`config.mk`:
```
export PLATFORM = sky130hd
export DESIGN_NAME = sep_port
export DESIGN_NICKNAME = d
export VERILOG_FILES = /design/src/rtl/sep_pkg.sv /design/src/rtl/sep_fifo2.sv /design/src/rtl/sep_port.sv
export SDC_FILE = /design/constraint.sdc
export NUM_CORES = 1
export LEC_CHECK = 0
export ABC_CLOCK_PERIOD_IN_PS = 3500
export BUFFER_PORTS_ARGS = -buffer_cell sky130_fd_sc_hd__buf_2
export CELL_PAD_IN_SITES_DETAIL_PLACEMENT = 1
export CELL_PAD_IN_SITES_GLOBAL_PLACEMENT = 2
export CORE_MARGIN = 2
export CORE_UTILIZATION = 36
export CTS_CLUSTER_SIZE = 20
export DETAILED_ROUTE_END_ITERATION = 8
export PLACE_DENSITY = 0.88
export SLEW_MARGIN = 25
export SYNTH_ARGS = -nofsm -noshare
export SYNTH_HDL_FRONTEND = slang
export SYNTH_SLANG_ARGS = --single-unit
```
`constraint.sdc`:
```
create_clock -name mclk_i -period 3.5 [get_ports mclk_i]
set_input_delay 0.7 -clock mclk_i [delete_from_list [all_inputs] [get_ports mclk_i]]
set_output_delay 0.7 -clock mclk_i [all_outputs]
set_load 0.01 [all_outputs]
```
`src/rtl/sep_pkg.sv`:
```
/*
  Shared constants for the three-wire serial EEPROM command port.
  Assumes a 200 MHz system clock and an external word array behind a request buffer.
*/
`default_nettype none
package sep_pkg;
  localparam int CLK_PERIOD_NS = 5;
  localparam int NS_PER_MS = 1000000;
  // Program cycle limits, longest times, rounded down to cycles
  localparam int T_WC_LV_SMALL_MS = 6;
  localparam int T_WC_LV_LARGE_MS = 5;
  localparam int T_WC_HV_MS = 2;
  localparam int ERASE_ALL_TIME_MS = 6;
  localparam int WRITE_ALL_TIME_MS = 15;
  localparam int WC_LV_SMALL_CYC = T_WC_LV_SMALL_MS * NS_PER_MS / CLK_PERIOD_NS;
  localparam int WC_LV_LARGE_CYC = T_WC_LV_LARGE_MS * NS_PER_MS / CLK_PERIOD_NS;
  localparam int WC_HV_CYC = T_WC_HV_MS * NS_PER_MS / CLK_PERIOD_NS;
  localparam int ERASE_ALL_CYC = ERASE_ALL_TIME_MS * NS_PER_MS / CLK_PERIOD_NS;
  localparam int WRITE_ALL_CYC = WRITE_ALL_TIME_MS * NS_PER_MS / CLK_PERIOD_NS;
  localparam int TIMER_W = 22;
  // Word and address geometry
  localparam int WORD_W = 16;
  localparam int BYTE_W = 8;
  localparam int ADDR_W = 11;
  localparam int CNT_W = 6;
  localparam int OPC_W = 2;
  localparam int AW_1K = 6;
  localparam int AW_2K_4K = 8;
  localparam int AW_8K_16K = 10;
  localparam int DENS_1K = 1;
  localparam int DENS_2K = 2;
  localparam int DENS_4K = 4;
  localparam int DENS_8K = 8;
  // Opcodes and extended codes
  localparam logic [1:0] OPC_READ = 2'h2;
  localparam logic [1:0] OPC_WRITE = 2'h1;
  localparam logic [1:0] OPC_ERASE = 2'h3;
  localparam logic [1:0] OPC_EXT = 2'h0;
  localparam logic [1:0] EXT_ERASE_ALL = 2'h2;
  localparam logic [1:0] EXT_WRITE_ALL = 2'h1;
  localparam logic [1:0] EXT_UNLOCK = 2'h3;
  localparam logic [1:0] EXT_LOCK = 2'h0;
  typedef enum logic [2:0] {SEP_OP_READ, SEP_OP_WRITE, SEP_OP_ERASE, SEP_OP_ERASE_ALL, SEP_OP_WRITE_ALL} sep_op_e;
  localparam int REQ_W = 3 + ADDR_W + WORD_W;
  typedef enum logic [1:0] {SEP_IDLE, SEP_SHIFT, SEP_HELD, SEP_READ} sep_state_e;
endpackage : sep_pkg
`default_nettype wire

```
`src/rtl/sep_fifo2.sv`:
```
/*
  Two-entry request buffer with valid/ready on both sides.
  Assumes a single clock domain; output side is registered.
*/
`default_nettype none
module sep_fifo2 #(
  parameter int WIDTH = 8
) (
  input wire logic clk_i,
  input wire logic rst_n_i,
  input wire logic in_valid_i,
  input wire logic [WIDTH-1:0] in_data_i,
  output logic in_ready_o,
  output logic out_valid_o,
  output logic [WIDTH-1:0] out_data_o,
  input wire logic out_ready_i
);
  logic [WIDTH-1:0] mem_q [2];
  logic [WIDTH-1:0] mem_d [2];
  logic [1:0] cnt_q, cnt_d;
  logic vld_q, vld_d;

  assign in_ready_o = (cnt_q != 2'h2);
  // Valid kept in its own flop so the output leaves a register
  assign out_valid_o = vld_q;
  assign out_data_o = mem_q[0];

  always_comb begin
    mem_d = mem_q;
    cnt_d = cnt_q;
    if (out_valid_o && out_ready_i) begin
      mem_d[0] = mem_q[1];
      cnt_d = cnt_q - 2'h1;
    end
    if (in_valid_i && in_ready_o) begin
      mem_d[cnt_d[0]] = in_data_i;
      cnt_d = cnt_d + 2'h1;
    end
    vld_d = (cnt_d != 2'h0);
  end

  always_ff @(posedge clk_i or negedge rst_n_i) begin
    if (!rst_n_i) begin
      mem_q[0] <= '0;
      mem_q[1] <= '0;
      cnt_q <= 2'h0;
      vld_q <= 1'b0;
    end else begin
      mem_q <= mem_d;
      cnt_q <= cnt_d;
      vld_q <= vld_d;
    end
  end
endmodule : sep_fifo2
`default_nettype wire

```
`src/rtl/sep_port.sv`:
```
/*
  Device-side command decoder and sequencer of a three-wire serial EEPROM.
  Assumes select, serial clock and serial_in come from another domain; the word array sits behind
  the request buffer and answers reads with a one-cycle rdata valid within a few system clocks.
*/
// How it works
// Start bit then two-bit opcode, address follows
// Opcode 00 extended by next two bits
// word_width_select high: 16-bit, low: 8-bit
// Address width per density, MSB first
// 2K/8K: first address position ignored
// Read shifts addressed word out MSB first
// Host sends full required clock count
// Host sends full data word for writes
// Programming commands report ready_busy_flag
// Unlock/lock leave serial_out high-impedance
// Low-voltage word cycle 6 or 5 ms
// Five-volt word cycle within 2 ms
// Erase_all cycle within 6 ms
// Write_all cycle within 15 ms
// Host clears status before standby
// Fixed variants ignore width and permit pins
// Start on first rise with select, serial_in high
// Capture serial_in on serial clock rise
// Power-up locked; unlock needed to program
// Status poll: low busy, high ready
// Short instruction at select fall discarded
// Internal counter times program cycle
`default_nettype none
module sep_port
  import sep_pkg::*;
#(
  parameter int DENSITY_KBIT = 16,
  parameter bit LOW_VOLTAGE = 1'b1,
  parameter bit SELECTABLE = 1'b1,
  parameter bit FIXED_X16 = 1'b0,
  parameter int WORD_CYC = LOW_VOLTAGE ? ((DENSITY_KBIT <= DENS_4K) ? WC_LV_SMALL_CYC : WC_LV_LARGE_CYC) : WC_HV_CYC,
  parameter int ERASE_ALL_CYCLES = ERASE_ALL_CYC,
  parameter int WRITE_ALL_CYCLES = WRITE_ALL_CYC
) (
  input wire logic mclk_i,
  input wire logic rst_n_i,
  input wire logic select_i,
  input wire logic sclk_i,
  input wire logic serial_in_i,
  input wire logic word_width_select_i,
  input wire logic program_permit_i,
  output logic serial_out_o,
  output logic serial_out_oe_o,
  output logic mem_req_valid_o,
  input wire logic mem_req_ready_i,
  output logic [2:0] mem_req_kind_o,
  output logic [ADDR_W-1:0] mem_req_addr_o,
  output logic [WORD_W-1:0] mem_req_data_o,
  input wire logic mem_rdata_valid_i,
  input wire logic [WORD_W-1:0] mem_rdata_i
);
  localparam int AW_BASE = (DENSITY_KBIT == DENS_1K) ? AW_1K : (DENSITY_KBIT <= DENS_4K) ? AW_2K_4K : AW_8K_16K;
  localparam bit DROP_TOP = (DENSITY_KBIT == DENS_2K) || (DENSITY_KBIT == DENS_8K);
  localparam bit PERMIT_PIN = SELECTABLE && (DENSITY_KBIT >= DENS_8K);

  logic [1:0] sel_s, din_s, wws_s, pp_s;
  logic [2:0] clk_s;
  logic sel_q;
  sep_state_e st_q, st_d;
  logic [CNT_W-1:0] cnt_q, cnt_d;
  logic [WORD_W-1:0] sr_q, sr_d, rdat_q, rdat_d;
  logic [OPC_W-1:0] op_q, op_d;
  logic [ADDR_W-1:0] addr_q, addr_d;
  logic [4:0] obit_q, obit_d;
  logic unlock_q, unlock_d, busy_q, busy_d, stat_q, stat_d;
  logic [TIMER_W-1:0] timer_q, timer_d;
  logic pend_q, pend_d;
  logic [REQ_W-1:0] preq_q, preq_d;
  logic so_q, so_d, soe_q, soe_d;
  logic rise, sel_fall, x16, fifo_rdy, nd;
  logic [CNT_W-1:0] aw, n_addr, cnt_n, wbits;
  logic [ADDR_W-1:0] raw, mask, amask;
  logic [1:0] ext;
  logic [REQ_W-1:0] fifo_out;

  // serial clock rising edge
  assign rise = clk_s[1] & ~clk_s[2];
  assign sel_fall = sel_q & ~sel_s[1];
  // fixed variants ignore pin
  // word width selection
  assign x16 = SELECTABLE ? wws_s[1] : FIXED_X16;
  // address width per density
  assign aw = CNT_W'(AW_BASE) + (x16 ? CNT_W'(0) : CNT_W'(1));
  // required clock count
  assign n_addr = aw + CNT_W'(OPC_W);
  assign wbits = x16 ? CNT_W'(WORD_W) : CNT_W'(BYTE_W);
  assign cnt_n = cnt_q + CNT_W'(1);
  assign raw = ADDR_W'({sr_q[ADDR_W-2:0], din_s[1]});
  assign mask = ~(ADDR_W'('1) << aw);
  // drop first address position
  assign amask = DROP_TOP ? (mask >> 1) : mask;
  // extended opcode bits
  assign ext = 2'(addr_q >> (aw - CNT_W'(2)));
  assign nd = (op_q == OPC_WRITE) || (op_q == OPC_EXT && ext == EXT_WRITE_ALL);

  always_comb begin
    st_d = st_q;
    cnt_d = cnt_q;
    sr_d = sr_q;
    op_d = op_q;
    addr_d = addr_q;
    rdat_d = rdat_q;
    obit_d = obit_q;
    unlock_d = unlock_q;
    busy_d = busy_q;
    stat_d = stat_q;
    timer_d = timer_q;
    pend_d = pend_q && !fifo_rdy;
    preq_d = preq_q;
    so_d = so_q;
    soe_d = 1'b0;
    // internal program timer
    if (busy_q) begin
      timer_d = timer_q - TIMER_W'(1);
      if (timer_q == TIMER_W'(1)) begin
        busy_d = 1'b0;
      end
    end
    if (mem_rdata_valid_i) begin
      rdat_d = x16 ? mem_rdata_i : {mem_rdata_i[BYTE_W-1:0], 8'h00};
    end
    case (st_q)
      SEP_IDLE: begin
        // start bit detection
        if (rise && sel_s[1] && din_s[1] && !busy_q) begin
          st_d = SEP_SHIFT;
          cnt_d = '0;
          // start clears status
          stat_d = 1'b0;
        end
      end
      SEP_SHIFT: begin
        if (rise) begin
          // opcode then address
          sr_d = {sr_q[WORD_W-2:0], din_s[1]};
          cnt_d = cnt_n;
          if (cnt_n == CNT_W'(OPC_W)) begin
            op_d = sr_d[1:0];
          end else if (cnt_n == n_addr) begin
            addr_d = raw;
            if (op_q == OPC_READ) begin
              // dummy zero then data
              st_d = SEP_READ;
              obit_d = '0;
              so_d = 1'b0;
              pend_d = 1'b1;
              preq_d = {SEP_OP_READ, raw & amask, 16'h0000};
            end else if (!((op_q == OPC_WRITE) || (op_q == OPC_EXT && 2'(raw >> (aw - CNT_W'(2))) == EXT_WRITE_ALL))) begin
              st_d = SEP_HELD;
            end
          // full data word collected
          end else if (cnt_q > n_addr && cnt_n == n_addr + wbits && nd) begin
            st_d = SEP_HELD;
          end
        end
      end
      SEP_READ: begin
        if (rise) begin
          so_d = rdat_q[WORD_W-1];
          rdat_d = {rdat_q[WORD_W-2:0], 1'b0};
          obit_d = obit_q + 5'h01;
          if (obit_q == 5'(wbits - CNT_W'(1))) begin
            obit_d = '0;
            addr_d = (addr_q + ADDR_W'(1)) & amask;
            pend_d = 1'b1;
            preq_d = {SEP_OP_READ, (addr_q + ADDR_W'(1)) & amask, 16'h0000};
          end
        end
      end
      default: begin
      end
    endcase
    if (st_q == SEP_READ) begin
      soe_d = sel_s[1];
    end else if (stat_q && sel_s[1]) begin
      // ready high, busy low
      soe_d = 1'b1;
      so_d = !busy_d;
    end
    if (sel_fall) begin
      // incomplete instruction discarded
      st_d = SEP_IDLE;
      soe_d = 1'b0;
      if (st_q == SEP_HELD) begin
        if (op_q == OPC_EXT && ext == EXT_UNLOCK) begin
          // no status for unlock
          // unlock enables programming
          unlock_d = 1'b1;
        end else if (op_q == OPC_EXT && ext == EXT_LOCK) begin
          unlock_d = 1'b0;
        end else if (unlock_q && (!PERMIT_PIN || pp_s[1])) begin
          // status follows programming
          stat_d = 1'b1;
          busy_d = 1'b1;
          pend_d = 1'b1;
          if (op_q == OPC_EXT && ext == EXT_ERASE_ALL) begin
            // erase_all time
            timer_d = TIMER_W'(ERASE_ALL_CYCLES);
            preq_d = {SEP_OP_ERASE_ALL, 11'h000, 16'hFFFF};
          end else if (op_q == OPC_EXT) begin
            // write_all time
            timer_d = TIMER_W'(WRITE_ALL_CYCLES);
            preq_d = {SEP_OP_WRITE_ALL, 11'h000, x16 ? sr_q : {8'h00, sr_q[BYTE_W-1:0]}};
          end else begin
            // word cycle time
            // five-volt word time
            timer_d = TIMER_W'(WORD_CYC);
            preq_d = {(op_q == OPC_ERASE) ? SEP_OP_ERASE : SEP_OP_WRITE, addr_q & amask,
                      (op_q == OPC_ERASE) ? 16'hFFFF : (x16 ? sr_q : {8'h00, sr_q[BYTE_W-1:0]})};
          end
        end
      end
    end
  end

  always_ff @(posedge mclk_i or negedge rst_n_i) begin
    if (!rst_n_i) begin
      sel_s <= 2'h0;
      clk_s <= 3'h0;
      din_s <= 2'h0;
      wws_s <= 2'h0;
      pp_s <= 2'h0;
      sel_q <= 1'b0;
      st_q <= SEP_IDLE;
      cnt_q <= '0;
      sr_q <= '0;
      op_q <= '0;
      addr_q <= '0;
      rdat_q <= '0;
      obit_q <= '0;
      unlock_q <= 1'b0;
      busy_q <= 1'b0;
      stat_q <= 1'b0;
      timer_q <= '0;
      pend_q <= 1'b0;
      preq_q <= '0;
      so_q <= 1'b0;
      soe_q <= 1'b0;
    end else begin
      sel_s <= {sel_s[0], select_i};
      clk_s <= {clk_s[1:0], sclk_i};
      din_s <= {din_s[0], serial_in_i};
      wws_s <= {wws_s[0], word_width_select_i};
      pp_s <= {pp_s[0], program_permit_i};
      sel_q <= sel_s[1];
      st_q <= st_d;
      cnt_q <= cnt_d;
      sr_q <= sr_d;
      op_q <= op_d;
      addr_q <= addr_d;
      rdat_q <= rdat_d;
      obit_q <= obit_d;
      unlock_q <= unlock_d;
      busy_q <= busy_d;
      stat_q <= stat_d;
      timer_q <= timer_d;
      pend_q <= pend_d;
      preq_q <= preq_d;
      so_q <= so_d;
      soe_q <= soe_d;
    end
  end

  assign serial_out_o = so_q;
  assign serial_out_oe_o = soe_q;

  sep_fifo2 #(
    .WIDTH(REQ_W)
  ) u_req_buf (
    .clk_i(mclk_i),
    .rst_n_i(rst_n_i),
    .in_valid_i(pend_q),
    .in_data_i(preq_q),
    .in_ready_o(fifo_rdy),
    .out_valid_o(mem_req_valid_o),
    .out_data_o(fifo_out),
    .out_ready_i(mem_req_ready_i)
  );
  assign mem_req_kind_o = fifo_out[REQ_W-1 -: 3];
  assign mem_req_addr_o = fifo_out[WORD_W +: ADDR_W];
  assign mem_req_data_o = fifo_out[WORD_W-1:0];
endmodule : sep_port
`default_nettype wire

```
==> run summary, run 1 <==
The run finished with clean final reports. The area of all placed cells without fillers was 10,400 um2. The net count of the finished layout is 981. The worst endpoint required time is 3.83 ns. By area, the combinational part of the netlist is dominated by simple AND/OR/NAND/NOR gates. The synthesized netlist devotes 1.21% of its cell area to adder and majority cells. The number of design-rule violations left by the first detailed-router iteration came out at 426. After Yosys synthesis, XOR and XNOR cells account for 2.74% of the synthesized area. The post-layout minimum cycle time is 2.92 ns, and the placeable core region is 25,300 um2. In this run the core area contains 58 standard-cell rows. For the number of setup buffers added after CTS, the log shows 0. For the total of max-cap violations, the log shows 0. Counting every instance in the synthesized netlist gives 935. The via count of the first global-routing pass is 7,174, and the total clock buffers created by CTS is 17. The floorplan step set the die height to 165 um. The total routing resource utilization after global routing came out at 17.8%. Summed over all nets, the switching power comes to 0.00122 W. The run gives 0 as the initial antenna violation count. The worst setup path is launched from a flip-flop. Of the total synthesized cell area, the portion taken by AND, OR, NAND and NOR gates is 16.7%.

After detailed routing, the average wire length per cell comes to 17.9 um. The tools report the number of warning messages in the yosys log as 0. The kind of end point of the critical path was a flip-flop. The power density of the placed cells is 450 nW/um2, and the total nets after synthesis is 969. The synthesized design contains 0 enable-type register cells. In the routed layout, each cell is associated on average with a via count of 5.39.

The number of buffers added to fix hold violations after cts was 0; the worst clock skew was 0.0134 ns. The actual transition at the worst max-transition pin was 0.900 ns. The post-synthesis instance area was 9280 um2.

Setup violations remaining at the end of the flow were counted as 0. The number of max-slew violations in the final report was 0. The fraction of layout cells with a size suffix above 1 was 18.1%; the maximum fanout count along the critical path was 9.

The logs give 38.0 mm for the first-pass GRT wire length and 0 for the number of nets with antenna violations after routing. For the number of H-tree levels, the log shows 4. Among all flip-flop cells after synthesis, the most frequent one is dfrtp_1. Highest achievable clock rate: 0.342 GHz. The fraction of the mapped netlist area in compound gates is 14.4%. Summed over all failing endpoints, the final setup total negative slack is 0 ns.

The logs give 23.0 mm for the final wirelength and 1,290 for the final cell count without fillers. IR analysis of the VDD net gives a maximum drop of 0.273 mV. The cell total after placement is 1,258, and the global placement routability congestion is 0.817. Initial standard-cell utilization of the core: 36.8%. The logs give 39.2% for the normalized max-slew margin and 4 for the number of iterations in the first detailed-routing pass. The synthesized area per cell was 9.93 um2.

The root buffer cell chosen for the clock tree is clkbuf_16. Net switching is 26.2% of the power. The placed wire-length estimate is 15.9 mm. The tightest min-delay check is of the input port to async pin type. At the worst endpoint, the arrival time is 3.26 ns. The run gives 0.45 ns as the source-to-sink clock delay at the later pin of the worst-skew pair.

The share of the yosys chip area belonging to registers came out at 51.5%. Measured along the x axis, the die boundary spans 165 um. The sequential power share is 49.9%, and the count of input and output buffers is 57.

The number of hold violations in the final report is 0, and the clock share of power is 44.5%. Dividing the final minimum period by the clock period gives 83.6%. The number of distinct library cell variants in the gate-level netlist after synthesis came out at 75. After clock tree synthesis, the clock-pin slew on the worst setup and hold paths is 0.08 ns. The worst setup path is of the flip-flop to flip-flop kind. In the layout the commonest cells are dfrtp_1 (191), nand2_1 (153), o21ai_0 (81), buf_2 (56), a21oi_1 (47). The routed layout has 6,949 vias. TritonCTS built the clock tree.

The logs give 0.00345 W for the internal power component and 2,843 for the number of fill cells in the layout. Counting every sink on the clock net gives 191. Setup repair after global routing left no endpoint under its margin. The tools report the worst hold margin as 0.257 ns.

Summed over all cells, the static leakage comes to 4.95 nW. The post-detailed-placement cell area was 9760 um2. Combinational share of power: 5.6%.

The antenna diode instance count is 0, and the post-CTS resize count is 0. The clock passes through at most 2 buffers. The share of synthesized registers carrying an async set or reset is 100%. Global routing finished with a remaining overflow of 0. Measured against the total synthesized area, the mux share comes to 8.19%. The most frequent standard cell in the layout excluding fill and tap cells is dfrtp_1.

The die footprint was 27,100 um2. In the routed design, unresolved DRC markers number 0. The top-level port count is 58, and the area growth from synthesis to layout is 12.0%. Entering global routing, the biggest net connects 79 pins. The synthesized flop and latch total is 191.
## cells by family after synthesis
family	count (synthesis)
xor+xnor	29
buf+inv	96
flops	191
compound gates	212
fa+ha+maj	9
mux	72
simple gates	326
## cell type report
| cell class | instances | area, um2 | share of cell area, % |
|---|---|---|---|
| tap | 330 | 413 | 3.97 |
| timing repair buffer | 77 | 482 | 4.63 |
| sequential | 191 | 4780 | 46.0 |
| clock buffer | 17 | 425 | 4.09 |
| multi-input combinational | 648 | 4040 | 38.8 |
| clock inverter | 15 | 216 | 2.08 |
| inverter | 12 | 45.0 | 0.433 |
## stage by stage
step,utilization [%],power (W),setup slack [ns]
global route,41.2,0.00487,0.405
CTS,41.2,0.00474,0.563
detailed placement,38.6,0.00264,0.583
floorplan,-,0.00249,0.127
global placement,38.6,0.00263,0.624
finish,41.2,0.00468,0.576
## power by group through the flow
stage	logic, W	clock network (W)	registers [W]
after floorplan	0.000151	0	0.00234
after global placement	0.000257	0	0.00237
after detailed placement	0.000262	0	0.00238
after CTS	0.000265	0.00214	0.00233
after global routing	0.000297	0.00223	0.00235
final	0.000261	0.00208	0.00233
## Yosys cell counts (all sizes together) (4+ instances only)
cell / count / share of area (%)
a211oi: 11 / 0.94
a21o: 4 / 0.32
a21oi: 47 / 2.5
a31oi: 11 / 0.74
and2: 7 / 0.47
and3: 5 / 0.36
buf: 39 / 2.9
clkbuf: 45 / 1.8
dfrtp: 191 / 51
ha: 9 / 1.2
inv: 12 / 0.49
mux2: 32 / 3.9
mux2i: 40 / 4.3
nand2: 155 / 6.3
nand2b: 7 / 0.47
nand3: 27 / 1.5
nand3b: 5 / 0.40
nand4: 5 / 0.34
nor2: 46 / 1.9
nor2b: 12 / 0.81
nor3: 16 / 0.86
nor4: 9 / 0.61
o21ai: 83 / 4.5
o221a: 8 / 1.1
o22ai: 11 / 0.81
o31ai: 5 / 0.40
or2: 4 / 0.27
or3: 9 / 0.63
or4: 4 / 0.38
xnor2: 19 / 1.8
xor2: 10 / 0.94
## critical path, stage by stage (launching register included)
cell	delay, ns
dfrtp_1	0.49
ha_1	0.31
and3_2	0.22
a41oi_1	0.28
or4_1	0.88
a211o_4	0.49
o221a_2	0.14
## path summary, 6_finish.rpt
path	slack, ns	startpoint	end	cells past startpoint
setup / recovery	0.58	cnt_q[0]$_DFFE_PN0P_	preq_q[6]$_DFF_PN0_	6
hold / removal	0.26	rst_n_i	rdat_q[4]$_DFF_PN0_	1
setup reg to reg	0.58	cnt_q[0]$_DFFE_PN0P_	preq_q[6]$_DFF_PN0_	6
hold reg to reg	0.35	clk_s[0]$_DFF_PN0_	clk_s[1]$_DFF_PN0_	0
max in group asynchronous	2.42	rst_n_i	u_req_buf.out_data_o[19]$_DFF_PN0_	2
min in group mclk_i	0.35	clk_s[0]$_DFF_PN0_	clk_s[1]$_DFF_PN0_	0
## routing by layer
metal / wire [um] / up-vias / track usage [%]
met5: 0 / - / 0
met3: 721 / 18 / 3.06
met4: 230 / 0 / 4.27
met2: 10900 / 96 / 29.5
met1: 11100 / 3529 / 24.4
li1: - / 3306 / -
Note: power is estimated with default switching activity, not from simulation.
==> run 2, diff against run 1 <==
ABC_CLOCK_PERIOD_IN_PS = 2950   (was 3500)
CORE_UTILIZATION = 40   (was 36)
PLACE_DENSITY = 0.92   (was 0.88)
clock period = 2.95 ns   (was 3.5 ns; I/O delays follow)
==> run 2 against run 1 <==
- combinational power up 21%
- via count grew 3.1%
- die area decreased by 9.8%
- sequential cell count unchanged
- worst setup slack worse by 0.34 ns
- global-route usage rose by 2.8 points
- routed wire length up 4.9%
- critical path type unchanged
- highest routed layer unchanged
==> run summary, run 2 (same netlist as run 1, synthesis figures left out) <==
The count of clock tree sinks is 191. The min-delay analysis places its worst path in the category input port to async pin. For this design the top-level I/O count stands at 58.

The run gives 4.98 nW as the leakage power summed over all cells. The area growth from synthesis to layout is 11.7%. The critical path is of the flip-flop to flip-flop type. The run gives 7,435 as the via count of the first global-routing pass. The first global-routing pass estimated 39.8 mm of wire. For the placeable core region, the log shows 22,700 um2. In the finished design, the share of the clock period the worst path needs comes to 91.9%. Root buffer selected by CTS: clkbuf_16.

In this run the post-CTS setup repair buffer count came out at 0. The number of hold violations in the final report was 0; the flip-flop and latch area was 4780 um2. The clock tree synthesis step divided the H-tree into 4 levels. Dividing the detail-routed via count by the number of cells gives 5.71. The run finished with clean final reports.

The tools report the register-to-register path setup slack as 0.24 ns. The first routing iteration left 492 violations. Once the floorplan was initialized, standard cells occupied 40.9% of the core. The cell count of the worst reg-to-reg path is 7. After clock tree synthesis, the flow added hold-fix buffers numbering 0. Once detail routing completed, the nets flagged for antenna violations numbered 0.

The actual transition at the worst max-transition pin was 0.727 ns; the sum of negative setup slack was 0 ns. The initial antenna violation count came out at 0. The global-route congestion overflow total was 0; the die footprint was 24,400 um2. The library cells used most frequently in the layout, excluding fill and tap cells, are dfrtp_1 (191), nand2_1 (153), o21ai_0 (81), buf_2 (56), a21oi_1 (47). For the finished layout, the period the worst path requires is 2.71 ns. The startpoint identified for the worst register-to-register timing path is cnt_q[0]$_DFFE_PN0P_. The tools report the worst path arrival time as 2.99 ns. After detailed routing, the average wire length per cell comes to 19.3 um. In this run the horizontal extent of the chip is 156 um. From bottom edge to top edge, the die measures 156 um.

TritonCTS built the clock tree. The antenna diode instance count was 0. The logs give 2 for the maximum count of clock buffers along a single path and 0 for the number of DRC violations after detailed routing. The clock share of power was 43.2%.

Number of nets in the finished design: 991. During placement, the flow inserted port buffers numbering 57. The share of total power dissipated in sequential elements is 51.0%. The clock transition at the register clock pins on the worst setup and hold paths after CTS came out at 0.08 ns.

The total number of vias is 7,163. Headroom to the max-slew limit came out at 51.5%. For this run, the detailed router's first-pass iteration total came to 5. Across the run, the number of max-cap violations was 0. The total routing resource utilization after global routing was 20.6%. Leaving out fill and tap cells, the most frequent cell in the layout is dfrtp_1. In this run the critical register-to-register path is captured at preq_q[10]$_DFF_PN0_. For the placed wire-length estimate, the log shows 16.7 mm. Across the VDD grid, the largest voltage drop is 0.335 mV.

The utilization of the core after routing is 45.7%. Setup violations remaining at the end of the flow were counted as 0. In this run, post-CTS repair resized a total of 0 instances.

Of the cells placed in the final design, the portion with a size suffix greater than 1 is 19.0%. For the total clock buffers created by CTS, the log shows 17. The source-to-sink clock delay at the later pin of the worst-skew pair came out at 0.45 ns.

The power density of the placed cells was 524 nW/um2; the number of rows created at floorplan was 55. Entering global routing, the biggest net connects 65 pins. The tools report the worst endpoint required time as 3.23 ns.

The category of the worst setup path launch point is a flip-flop. The logs give 24.2 mm for the final wirelength and 0 for the number of max-slew violations in the final report. Area taken by multi-input logic gates: 4030 um2.

The analysis attributes to net switching a power of 0.00148 W. For the final database, setup skew stands at 0.0155 ns. Setup repair after global routing left no endpoint under its margin. Based on the critical path, the design can be clocked at up to 0.369 GHz. Combinational cells account for 5.8% of the total power. Net switching is 27.3% of the power. The filler cells instantiated in the layout total 2,533.

The congestion estimate from routability-driven global placement came to 0.855. Kind of end point of the critical path: a flip-flop. The internal power of the cells totals 0.00395 W. The maximum fanout count along the critical path is 11.
[run 2: changes by cell type in the layout (fill, tap and decap cells not counted), sizes merged]
cell      previous run  this run
buf                 76        86
bufinv               2         0
inv                 19        21
clkinv               6         5
clkinvlp             0         1
[run 2: power groups by stage]
stage	clock (W)	sequential [W]	combinational, W
floorplan	0	0.00278	0.000183
global placement	0	0.00282	0.000308
detailed placement	0	0.00282	0.000320
CTS	0.00241	0.00277	0.000324
global route	0.00251	0.00278	0.000365
finish	0.00235	0.00277	0.000317
[run 2: layout make-up]
class | instances | share of cell area, %
tap | 285 | 3.44
multi-input combinational | 648 | 38.9
sequential | 191 | 46.1
timing repair buffer | 87 | 5.25
clock buffer | 17 | 4.10
clock inverter | 15 | 1.79
inverter | 12 | 0.434
[run 2: metal layers]
layer	track usage [%]	vias to the layer above	wire length [um]
met3	3.30	36	919
li1	-	3321	-
met2	34.7	152	11900
met5	0	-	0
met4	6.29	0	434
met1	27.4	3654	10900
[run 2: how the worst max path moves through the flow]
stage	startpoint	endpoint	slack, ns	depth (start not counted)
detailed placement	cnt_q[0]$_DFFE_PN0P_	obit_q[1]$_DFFE_PN0P_	0.13	7
global route	cnt_q[0]$_DFFE_PN0P_	preq_q[12]$_DFF_PN0_	0.13	7
global placement	cnt_q[0]$_DFFE_PN0P_	obit_q[1]$_DFFE_PN0P_	0.17	7
floorplan	wws_s[1]$_DFF_PN0_	preq_q[28]$_DFF_PN0_	0.01	12
CTS	cnt_q[0]$_DFFE_PN0P_	obit_q[1]$_DFFE_PN0P_	0.11	7
finish	cnt_q[0]$_DFFE_PN0P_	preq_q[10]$_DFF_PN0_	0.24	7
[run 2: stage by stage]
| stage | cells | power [W] | instance area (um2) | setup WS (ns) | hold WS (ns) |
|---|---|---|---|---|---|
| 4_1_cts | 1255 | 0.00550 | 10400 | 0.107 | 0.142 |
| 6_report | 1255 | 0.00543 | 10400 | 0.240 | 0.109 |
| 3_5_place_dp | 1223 | 0.00314 | 9760 | 0.126 | 0.336 |
| 5_1_grt | 1255 | 0.00566 | 10400 | 0.130 | 0.154 |
| 3_3_place_gp | 1223 | 0.00312 | 9760 | 0.168 | 0.334 |
| 2_1_floorplan | 935 | 0.00296 | 9310 | 0.0145 | 0.294 |
[run 2: critical path, stage by stage (launching register included)]
cell and delay, ns:
dfrtp_1 0.48, ha_1 0.31, xnor2_1 0.18, or4_4 0.51, or4_4 0.52, a211oi_2 0.24
buf_4 0.23, a211oi_1 0.07
